==> src/common/incr_skip_rotate_pkg.sv <==
package incr_skip_rotate_pkg;

   // ----------------------------------------
   // Opcode fields
   // ----------------------------------------
   localparam int INSTR_W = 16;
   localparam int OPC_HI = 15;
   localparam int OPC_LO = 10;
   localparam int DEST_BIT = 9;
   localparam int ACCESS_BIT = 8;
   localparam int FADDR_HI = 7;
   localparam int FADDR_LO = 0;
   localparam int DATA_W = 8;
   localparam int BANK_W = 4;
   localparam int ADDR_W = BANK_W + DATA_W;

   localparam logic [5:0] OPC_INCR_SKIP_ZERO = 6'h0F;
   localparam logic [5:0] OPC_INCR_SKIP_NONZERO = 6'h12;
   localparam logic [5:0] OPC_ROTATE_LEFT_NOCARRY = 6'h11;

   localparam logic DEST_TO_W = 1'b0;
   localparam logic DEST_TO_FILE = 1'b1;
   localparam logic USE_ACCESS_BANK = 1'b0;
   localparam logic USE_BANK_SELECT = 1'b1;

   // ----------------------------------------
   // Access bank layout
   // ----------------------------------------
   localparam logic [7:0] ACCESS_SPLIT = 8'h80;
   localparam logic [3:0] ACCESS_LOW_BANK = 4'h0;
   localparam logic [3:0] ACCESS_HIGH_BANK = 4'hF;

   // ----------------------------------------
   // Data constants
   // ----------------------------------------
   localparam logic [7:0] DATA_ZERO = 8'h00;
   localparam logic [7:0] DATA_ONE = 8'h01;
   localparam logic [7:0] DATA_ALL_ONES = 8'hFF;
   localparam logic [11:0] ADDR_ZERO = 12'h000;

   // ----------------------------------------
   // Types
   // ----------------------------------------
   typedef enum logic [1:0] {OP_NONE, OP_INCR_SKIP_ZERO, OP_INCR_SKIP_NONZERO,
                             OP_ROTATE_LEFT} op_t;

   typedef enum logic [1:0] {ST_RUN, ST_DROP_FIRST, ST_DROP_SECOND} skip_state_t;

endpackage

==> src/rtl/incr_rotate_alu.sv <==
`timescale 1ns/1ps
module incr_rotate_alu
(
   // Operation and operand
   input wire incr_skip_rotate_pkg::op_t op,
   input wire logic [7:0] operand,
   // Result
   output logic [7:0] result,
   output logic zero,
   output logic negative
);

   always_comb
   begin
      case (op)
         incr_skip_rotate_pkg::OP_ROTATE_LEFT:
         begin
            result = {operand[6:0], operand[7]};
         end
         incr_skip_rotate_pkg::OP_INCR_SKIP_ZERO,
         incr_skip_rotate_pkg::OP_INCR_SKIP_NONZERO:
         begin
            result = 8'(operand + incr_skip_rotate_pkg::DATA_ONE);
         end
         default:
         begin
            result = operand;
         end
      endcase
      zero = (result == incr_skip_rotate_pkg::DATA_ZERO);
      negative = result[7];
   end

endmodule // incr_rotate_alu

==> src/rtl/incr_skip_rotate_exec.sv <==
`timescale 1ns/1ps
module incr_skip_rotate_exec
(
   // Clock and reset
   input wire logic clk_sys,
   input wire logic arst_n,
   // Fetched instruction stream
   input wire logic instr_valid,
   input wire logic [15:0] instr,
   input wire logic instr_two_word,
   // Bank selection
   input wire logic [3:0] bank_select_reg,
   // Register file read
   output logic [11:0] file_rd_addr,
   input wire logic [7:0] file_rd_data,
   // Register file write
   output logic file_wr_en,
   output logic [11:0] file_wr_addr,
   output logic [7:0] file_wr_data,
   // Working register write
   output logic w_wr_en,
   output logic [7:0] w_wr_data,
   // Status flags
   output logic flag_wr_en,
   output logic flag_n,
   output logic flag_z,
   // Skip indication
   output logic skip_taken,
   output logic nop_cycle
);

   // ----------------------------------------
   // Decode
   // ----------------------------------------
   incr_skip_rotate_pkg::op_t dec_op;
   logic [7:0] dec_faddr;
   logic [3:0] dec_bank;

   always_comb
   begin
      dec_faddr = instr[incr_skip_rotate_pkg::FADDR_HI:incr_skip_rotate_pkg::FADDR_LO];
      case (instr[incr_skip_rotate_pkg::OPC_HI:incr_skip_rotate_pkg::OPC_LO])
         incr_skip_rotate_pkg::OPC_INCR_SKIP_ZERO: dec_op = incr_skip_rotate_pkg::OP_INCR_SKIP_ZERO;
         incr_skip_rotate_pkg::OPC_INCR_SKIP_NONZERO: dec_op = incr_skip_rotate_pkg::OP_INCR_SKIP_NONZERO;
         incr_skip_rotate_pkg::OPC_ROTATE_LEFT_NOCARRY: dec_op = incr_skip_rotate_pkg::OP_ROTATE_LEFT;
         default: dec_op = incr_skip_rotate_pkg::OP_NONE;
      endcase
      if (instr[incr_skip_rotate_pkg::ACCESS_BIT] == incr_skip_rotate_pkg::USE_BANK_SELECT)
      begin
         dec_bank = bank_select_reg;
      end
      else if (dec_faddr < incr_skip_rotate_pkg::ACCESS_SPLIT)
      begin
         dec_bank = incr_skip_rotate_pkg::ACCESS_LOW_BANK;
      end
      else
      begin
         dec_bank = incr_skip_rotate_pkg::ACCESS_HIGH_BANK;
      end
   end

   // ----------------------------------------
   // Execute
   // ----------------------------------------
   logic ex_valid;
   incr_skip_rotate_pkg::op_t ex_op;
   logic ex_dest;
   incr_skip_rotate_pkg::skip_state_t state;
   logic [7:0] alu_result;
   logic alu_zero;
   logic alu_negative;
   logic skip_now;

   incr_rotate_alu u_alu
   (
      .op(ex_op),
      .operand(file_rd_data),
      .result(alu_result),
      .zero(alu_zero),
      .negative(alu_negative)
   );

   always_comb
   begin
      skip_now = ex_valid &&
                 (((ex_op == incr_skip_rotate_pkg::OP_INCR_SKIP_ZERO) && alu_zero) ||
                  ((ex_op == incr_skip_rotate_pkg::OP_INCR_SKIP_NONZERO) && !alu_zero));
   end

   // ----------------------------------------
   // Next values
   // ----------------------------------------
   logic next_ex_valid;
   incr_skip_rotate_pkg::op_t next_ex_op;
   logic next_ex_dest;
   incr_skip_rotate_pkg::skip_state_t next_state;
   logic [11:0] next_file_rd_addr;
   logic next_file_wr_en;
   logic [11:0] next_file_wr_addr;
   logic [7:0] next_file_wr_data;
   logic next_w_wr_en;
   logic [7:0] next_w_wr_data;
   logic next_flag_wr_en;
   logic next_flag_n;
   logic next_flag_z;
   logic next_skip_taken;
   logic next_nop_cycle;
   logic accept;

   always_comb
   begin
      next_state = state;
      next_nop_cycle = 1'b0;
      next_skip_taken = skip_now;
      accept = 1'b0;
      case (state)
         incr_skip_rotate_pkg::ST_RUN:
         begin
            if (skip_now)
            begin
               if (instr_valid)
               begin
                  next_nop_cycle = 1'b1;
                  if (instr_two_word)
                  begin
                     next_state = incr_skip_rotate_pkg::ST_DROP_SECOND;
                  end
               end
               else
               begin
                  next_state = incr_skip_rotate_pkg::ST_DROP_FIRST;
               end
            end
            else
            begin
               accept = instr_valid && (dec_op != incr_skip_rotate_pkg::OP_NONE);
            end
         end
         incr_skip_rotate_pkg::ST_DROP_FIRST:
         begin
            if (instr_valid)
            begin
               next_nop_cycle = 1'b1;
               next_state = instr_two_word ? incr_skip_rotate_pkg::ST_DROP_SECOND :
                                             incr_skip_rotate_pkg::ST_RUN;
            end
         end
         incr_skip_rotate_pkg::ST_DROP_SECOND:
         begin
            if (instr_valid)
            begin
               next_nop_cycle = 1'b1;
               next_state = incr_skip_rotate_pkg::ST_RUN;
            end
         end
         default:
         begin
            next_state = incr_skip_rotate_pkg::ST_RUN;
         end
      endcase

      next_ex_valid = accept;
      next_ex_op = accept ? dec_op : ex_op;
      next_ex_dest = accept ? instr[incr_skip_rotate_pkg::DEST_BIT] : ex_dest;
      next_file_rd_addr = accept ? {dec_bank, dec_faddr} : file_rd_addr;

      next_file_wr_en = ex_valid && (ex_dest == incr_skip_rotate_pkg::DEST_TO_FILE);
      next_w_wr_en = ex_valid && (ex_dest == incr_skip_rotate_pkg::DEST_TO_W);
      next_file_wr_addr = ex_valid ? file_rd_addr : file_wr_addr;
      next_file_wr_data = next_file_wr_en ? alu_result : file_wr_data;
      next_w_wr_data = next_w_wr_en ? alu_result : w_wr_data;

      next_flag_wr_en = ex_valid && (ex_op == incr_skip_rotate_pkg::OP_ROTATE_LEFT);
      next_flag_n = next_flag_wr_en ? alu_negative : flag_n;
      next_flag_z = next_flag_wr_en ? alu_zero : flag_z;
   end

   // ----------------------------------------
   // Registers
   // ----------------------------------------
   always_ff @(posedge clk_sys or negedge arst_n)
   begin
      if (!arst_n)
      begin
         state <= incr_skip_rotate_pkg::ST_RUN;
         ex_valid <= 1'b0;
         ex_op <= incr_skip_rotate_pkg::OP_NONE;
         ex_dest <= incr_skip_rotate_pkg::DEST_TO_W;
         file_rd_addr <= incr_skip_rotate_pkg::ADDR_ZERO;
         file_wr_en <= 1'b0;
         file_wr_addr <= incr_skip_rotate_pkg::ADDR_ZERO;
         file_wr_data <= incr_skip_rotate_pkg::DATA_ZERO;
         w_wr_en <= 1'b0;
         w_wr_data <= incr_skip_rotate_pkg::DATA_ZERO;
         flag_wr_en <= 1'b0;
         flag_n <= 1'b0;
         flag_z <= 1'b0;
         skip_taken <= 1'b0;
         nop_cycle <= 1'b0;
      end
      else
      begin
         state <= next_state;
         ex_valid <= next_ex_valid;
         ex_op <= next_ex_op;
         ex_dest <= next_ex_dest;
         file_rd_addr <= next_file_rd_addr;
         file_wr_en <= next_file_wr_en;
         file_wr_addr <= next_file_wr_addr;
         file_wr_data <= next_file_wr_data;
         w_wr_en <= next_w_wr_en;
         w_wr_data <= next_w_wr_data;
         flag_wr_en <= next_flag_wr_en;
         flag_n <= next_flag_n;
         flag_z <= next_flag_z;
         skip_taken <= next_skip_taken;
         nop_cycle <= next_nop_cycle;
      end
   end
endmodule // incr_skip_rotate_exec

==> config.mk <==
export PLATFORM = sky130hd
export DESIGN_NAME = incr_skip_rotate_exec
export DESIGN_NICKNAME = d
export VERILOG_FILES = /design/src/common/incr_skip_rotate_pkg.sv /design/src/rtl/incr_rotate_alu.sv /design/src/rtl/incr_skip_rotate_exec.sv
export SDC_FILE = /design/constraint.sdc
export NUM_CORES = 1
export LEC_CHECK = 0
export ABC_AREA = 0
export BUFFER_PORTS_ARGS = -buffer_cell sky130_fd_sc_hd__buf_2
export CORE_MARGIN = 2
export CORE_UTILIZATION = 55
export DETAILED_ROUTE_END_ITERATION = 10
export GPL_TIMING_DRIVEN = 0
export PLACE_DENSITY = 0.85
export SYNTH_ARGS = -nofsm -noshare
export SYNTH_HDL_FRONTEND = slang
export SYNTH_SLANG_ARGS = --single-unit
==> constraint.sdc <==
create_clock -name clk_sys -period 4.49 [get_ports clk_sys]
set_input_delay 0.449 -clock clk_sys [delete_from_list [all_inputs] [get_ports clk_sys]]
set_output_delay 0.449 -clock clk_sys [all_outputs]
set_load 0.01 [all_outputs]
==> results of run 1 <==
-- worst reg2reg max path: stages (launching register included) --
cell and delay [ns]:
dfrtp_1 0.41, inv_1 0.08, ha_1 0.33, clkbuf_1 0.23, a221o_1 0.37, o21ai_0 0.18, nand2_1 0.17, nor3_4 0.28
mux2i_2 0.20, nor4_4 0.56, buf_6 0.23, mux2_1 0.32
-- stage by stage --
stage	area (sq um)	setup WS, ns	std cells	hold slack, ns
6_report	3050	1.03	358	0.356
5_1_grt	3050	0.741	358	0.365
4_1_cts	3050	1.02	358	0.363
3_5_place_dp	2970	1.04	350	0.465
3_3_place_gp	2970	1.04	350	0.459
2_1_floorplan	2520	1.49	221	0.153
-- layer usage --
metal,global-route usage (%),wire length [um],vias up
met5,0,0,-
met1,29.2,2270,951
li1,-,-,960
met2,36.3,2730,58
met3,3.80,244,9
met4,7.13,101,0
-- cell usage in the layout, fill, tap and decap left out, drive strengths merged, types with 2 or more instances in the layout --
cell type and count:
a21oi 3, a221o 2, a22oi 2, a31oi 2
and2 2, and3 2, buf 81, clkbuf 11
dfrtp 53, ha 9, inv 12, mux2 26
mux2i 2, nand2 31, nand2b 5, nand3 5
nor2 5, nor2b 2, nor3b 2, o211ai 3
o21a 2, o21ai 20, or4 4
-- kinds of logic after synthesis --
group                      count (synthesis)
and+or+nand+nor                           63
DFF                                       53
AOI/OAI and AO/OA                         47
muxes                                     28
buffers and inverters                     20
adders and majority gates                  9
xor gates and xnor gates                   1
-- registers in the layout (all words and copies together), names as in the netlist, 2 cells and up --
name and cells:
ex_op 2, file_rd_addr 12, file_wr_addr 12, file_wr_data 8, state 2, w_wr_data 8
-- where the power goes --
part / internal, uW / switching (uW) / leakage (uW)
logic: 329 / 419 / 0.000886
registers: 635 / 96.2 / 0.000652
clock network: 112 / 157 / 0.0000456
total: 1080 / 673 / 0.00158
-- cell type report --
class | instances | area share, %
buffer | 9 | 1.43
clock buffer | 6 | 2.38
clock inverter | 2 | 0.451
inverter | 11 | 1.35
multi-input combinational | 148 | 36.2
sequential | 53 | 43.4
tap | 52 | 2.13
timing repair buffer | 77 | 12.6
-- path summary, 6_finish.rpt --
check | depth (start not counted) | start | endpoint | slack, ns
hold / removal | 1 | arst_n | file_wr_data[3] | 0.36
max in group asynchronous | 1 | arst_n | file_rd_addr[2] | 3.43
setup / recovery | 11 | ex_op[0] | file_rd_addr[6] | 1.03
min in group clk_sys | 2 | instr[6] | file_rd_addr[6] | 0.36
setup reg to reg | 11 | ex_op[0] | file_rd_addr[6] | 1.03
hold reg to reg | 2 | w_wr_data[3] | w_wr_data[3] | 0.48
==> metrics.txt, run 1 <==
Final Setup Violations 0; root buffer cell clkbuf_8; Die Y 71.7 um; P&R area growth vs syn 21.3%; total gr overflow 0; Num CTS Buffers 5; RD Place Congestion between 0.9 and 1; Residual DRC 0; Core ar. 4380 sq um; Synth area leaders dfrtp_1, mux2_2, nand2_1, ha_1, o21ai_0; hpwl dp 3970 um; Synth Area in XOR/XNOR less than 1%; critical path cell sequence inv_1 > ha_1 > clkbuf_1 > a221o_1 > o21ai_0 > nand2_1 > nor3_4 > mux2i_2 > nor4_4 > buf_6 > mux2_1; yosys warns 0; total number of vias approximately 2000; antenna-violating nets left 0; slowest cell delay on critical path about 0.56 ns; top-area cell type share of the netlist area a little over half; Avg WL per Cell 14.9 um; unrepaired setup endpoints after global routing no; Crit Path Max Fanout 10; post-synthesis mux area share 12.6%; Die ar. 5130 sq um; Synth Area in Adders around 4.5%; most common cell in the synthesized netlist dfrtp_1; Post-synth top cells dfrtp_1, nand2_1, o21ai_0; flops & latches, synth 53; post-CTS setup buffers 0; Total Power 1750 uW; status completed; Avg Cell Area, Syn about 11 sq um; synthesized net count 262; drt pass-1 iters 5; Max Cap Viol 0; post-route core utilization a little over two thirds; total track usage 21.8%; area of the multi-input gates between 1000 and 1500 sq um; Peak supply drop ~0.28 mV; Gate Count Post-Synth 221; LEAKAGE 0.00158 uW; WL final 5340 um; Synth Area in Simple Gates between 10 and 15%; Rel. slew slack roughly 24%; crit path kind reg2reg; Worst Path Buf+Inv 3; Distinct cells, synth 47; Crit-path slowest cell nor4_4; Final #Nets between 300 and 400; crit path time final 3.46 ns; Clock Skews 0.00717 ns; crit end category flip-flop; Clock Tree Buf Depth 2; post-synth top area cell dfrtp_1; Reg clk slew, reported paths 0.10 ns; post-DR vias/cell 5.53; number of global-route vias before repair 1908; Antenna diodes 0; Initial Utilization between 50 and 60%; register area share after synthesis 52.7%; filler cell count 336; final worst-path cycle share just under 80%; WP data required 4.68 ns; compound-cell area share of the yosys netlist 13.0%; startpoint types flip-flop; FF/Latch Area 1330 sq um; Worst path top cell family by delay simple AND/OR/NAND/NOR gates; largest net degree at the start of global routing 54; Main synth FF type dfrtp_1; fraction of layout cells with a size suffix above 1 36.6%; hold buffers post-CTS 0; Clock Sinks 53; # port buffers 77; Post-Route Setup TNS 0 ns; Rows 24; combinational family with the most area after synthesis simple AND/OR/NAND/NOR gates; antenna violations before repair 0; Max Transition Viols Final 0; TritonCTS clock tree done; WP data arrival 3.65 ns; H-tree levels 2; FMAX 289 MHz; EDFF count, synth 0; Post-CTS Resized 0; IO Count 79; Final Hold Vio Count 0; DIE WIDTH 71.7 um; first-pass GRT wire length ~8800 um; Post-synth ARST share 100%; worst skew pair latency approximately 0.3 ns; DRT iter0 DRCs 140; worst hold path type in2async; Slew @ Worst Pin between 1 and 1.5 ns; PD cells 573 nW/um^2; Post-Syn Area 2520 sq um
No activity file was read; power rests on OpenSTA's default activity.
==> inputs of run 2 (changes only) <==
- ABC_AREA: 0 -> 1
- CORE_UTILIZATION: 55 -> 46
- PLACE_DENSITY: 0.85 -> 0.75
- clock period: 4.49 -> 3.1 ns (I/O delays scaled with it)
==> run 2 against run 1 <==
Against the previous run:
- first-iteration DRC count decreased by 31%
- worst hold slack got worse by 0.16 ns
- clock power is 75% higher
- register-to-register slack lost 0.26 ns
- synthesized cell count is 43% higher
- wire length rose by 2.5%
- die area increased by 25%
- core utilization down 11 points
- final cell count increased by 32%
- critical endpoint is now file_rd_addr[3]
- largest cell class unchanged
- highest routed layer unchanged
==> metrics.txt, run 2 <==
post-CTS setup buffers 0 (unchanged); antenna violations before repair 0 (unchanged); CP dominant cell by count nand2_1; most frequent cells in the layout nand2_1, buf_2, dfrtp_1; most common cell in the synthesized netlist nand2_1; Die Y 80.0 um (+12%); filler cell count 504 (+50%); H-tree levels 2 (unchanged); met3 wire length 299 um (+23%); total gr overflow 0 (unchanged); Initial Utilization 47.9% (-9.5 points); fin worst setup slack 0.769 ns (-0.265 ns); Crit Path Max Fanout 10 (unchanged); Die ar. 6400 sq um (+25%); final worst-path cycle share 75.2% (-1.8 points); Slew @ Worst Pin 1.11 ns (-0.0311 ns); most common cell after layout, fill and taps aside nand2_1; Post-CTS Resized 0 (unchanged); Worst Path Buf+Inv 3 (unchanged); Num CTS Buffers 5 (unchanged); fraction of layout cells with a size suffix above 1 33.1% (-3.5 points); EDFF count, synth 0 (unchanged); Clock Skews 0.00849 ns (+0.00133 ns); DRT met1 WL 2380 um (+5.2%); crit end category flip-flop; post-synth top area cell dfrtp_1; Post-synth top cells nand2_1, dfrtp_1, inv_1; yosys warns 0 (unchanged); largest registers file_rd_addr: 12 flops, file_wr_addr: 12 flops; first-pass GRT wire length 9160 um (+4.0%); Residual DRC 0 (unchanged); total track usage 18.1% (-3.7 points); Distinct cells, synth 28 (-40%); Final Hold Vio Count 0 (unchanged); WP data required 3.30 ns (-1.38 ns); Final Setup Violations 0 (unchanged); Final #Nets 442 (+28%); flops & latches, synth 53 (unchanged); # port buffers 77 (unchanged); register area share after synthesis 49.9% (-2.8 points); Avg WL per Cell 11.6 um (-23%); antenna-violating nets left 0 (unchanged); Reg clk slew, reported paths 0.10 ns (about the same); Peak supply drop 0.332 mV (+19%); Clock Tree Buf Depth 2 (unchanged); slowest cell delay on critical path 0.42 ns (-0.14 ns); Max Cap Viol 0 (unchanged); Post-Route Setup TNS 0 ns (unchanged); DRT iter0 DRCs 96 (-31%); DIE WIDTH 80.0 um (+12%); TritonCTS clock tree done; highest metal used met4; total number of vias 2275 (+15%); Clock Sinks 53 (unchanged); number of global-route vias before repair 2048 (+7.3%); WP data arrival 2.53 ns (-1.12 ns); critical path cell sequence inv_1 > ha_1 > buf_6 > nand2_1 > nand3_1 > o21ai_2 > nand2_1 > nor2_2 > nand3_2 > nor2_2 > nand3_1 > nand3_4 > nand3_4 > buf_6 > nand2_2 > nand2_1; unrepaired setup endpoints after global routing no; FMAX 429 MHz (+48%); Core ar. 5540 sq um (+26%); root buffer cell clkbuf_8; top-area cell type share of the netlist area 49.9% (-2.8 points); synthesized net count 358 (+37%); crit path kind reg2reg; P&R area growth vs syn 22.1%; Synth area leaders dfrtp_1, nand2_1, ha_1, nand2_2, inv_1; WL final 5480 um (+2.5%); startpoint types flip-flop; worst hold path type in2reg; Post-Syn Area 2660 sq um (+5.5%); status completed; Post-synth ARST share 100% (unchanged); drt pass-1 iters 4 (-1); IO Count 79 (unchanged); Gate Count Post-Synth 317 (+43%); largest net degree at the start of global routing 54 (unchanged); crit path time final 2.33 ns (-1.13 ns); LEAKAGE 0.00180 uW (+14%); Setup WS pre-CTS 0.759 ns (-0.279 ns); Avg Cell Area, Syn 8.38 sq um (-26%); hold buffers post-CTS 0 (unchanged); Rel. slew slack 26.2% (+2.1 points); Crit-path slowest cell dfrtp_1; PD cells 710 nW/um^2 (+24%); hpwl dp 4150 um (+4.6%); Antenna diodes 0 (unchanged); Worst path top cell family by delay simple AND/OR/NAND/NOR gates; Routed met2 length 2730 um (about the same); Main synth FF type dfrtp_1; worst skew pair latency 0.30 ns (about the same); post-DR vias/cell 4.80 (-13%); Rows 27 (+13%); Max Transition Viols Final 0 (unchanged); RD Place Congestion 0.889 (-3.7%)
run 2: worst paths after layout:
check	startpoint	endpoint	slack, ns	cells after the start
worst min-delay path	instr[5]	file_rd_addr[5]	0.19	3
worst max-delay path	ex_op[0]	file_rd_addr[3]	0.77	16
worst max register to register	ex_op[0]	file_rd_addr[3]	0.77	16
worst min register to register	file_wr_addr[8]	file_wr_addr[8]	0.47	2
max in group asynchronous	arst_n	file_wr_addr[5]	2.21	1
min in group asynchronous	arst_n	w_wr_data[5]	0.22	1
run 2: logic make-up after synthesis:
logic type	Yosys count	share of synthesized area (%)
flip-flops	53	49.9
AO/OA/AOI/OAI	43	9.75
adder cells (fa/ha/maj)	9	4.24
AND/OR/NAND/NOR	169	28.8
buffers and inverters	43	7.30
run 2: worst register-to-register path: stages, from the launching register on:
cell and delay, ns:
dfrtp_1 0.42, inv_1 0.09, ha_1 0.31, buf_6 0.14, nand2_1 0.05, nand3_1 0.09
o21ai_2 0.10, nand2_1 0.09, nor2_2 0.12, nand3_2 0.08, nor2_2 0.10, nand3_1 0.11
nand3_4 0.14, nand3_4 0.11, buf_6 0.17, nand2_2 0.06, nand2_1 0.05
run 2: per-layer routing:
metal | vias to the layer above | track usage [%]
li1 | 1158 | -
met1 | 1049 | 23.8
met2 | 64 | 30.0
met3 | 4 | 3.39
met4 | 0 | 5.93
met5 | - | 0
run 2: final cells by class:
cell class                      count  area, sq um  area share [%]
Sequential cell                    53         1330            40.9
Tap cell                           72         90.1            2.78
Clock inverter                      3         43.8            1.35
Inverter                           32          120            3.70
Clock buffer                        5         68.8            2.12
Multi-Input combinational cell    221         1140            35.0
Buffer                             11         73.8            2.28
Timing Repair Buffer               77          385            11.9
run 2: stage by stage:
stage / power, uW / hold WS [ns] / cells / utilization, % / area [sq um]
after floorplan: 1510 / 0.0144 / 317 / - / 2660
after global placement: 1840 / 0.451 / 466 / 56.5 / 3130
after detailed placement: 1860 / 0.453 / 466 / 56.5 / 3130
after CTS: 2330 / 0.189 / 474 / 58.6 / 3240
after global routing: 2470 / 0.198 / 474 / 58.6 / 3240
final: 2300 / 0.194 / 474 / 58.6 / 3240
run 2: power breakdown:
group | internal (uW) | switching (uW) | leakage (uW) | total [uW]
logic | 328 | 427 | 0.00109 | 755
clock network | 242 | 229 | 0.0000585 | 471
registers | 929 | 148 | 0.000656 | 1080
total | 1500 | 804 | 0.00180 | 2300
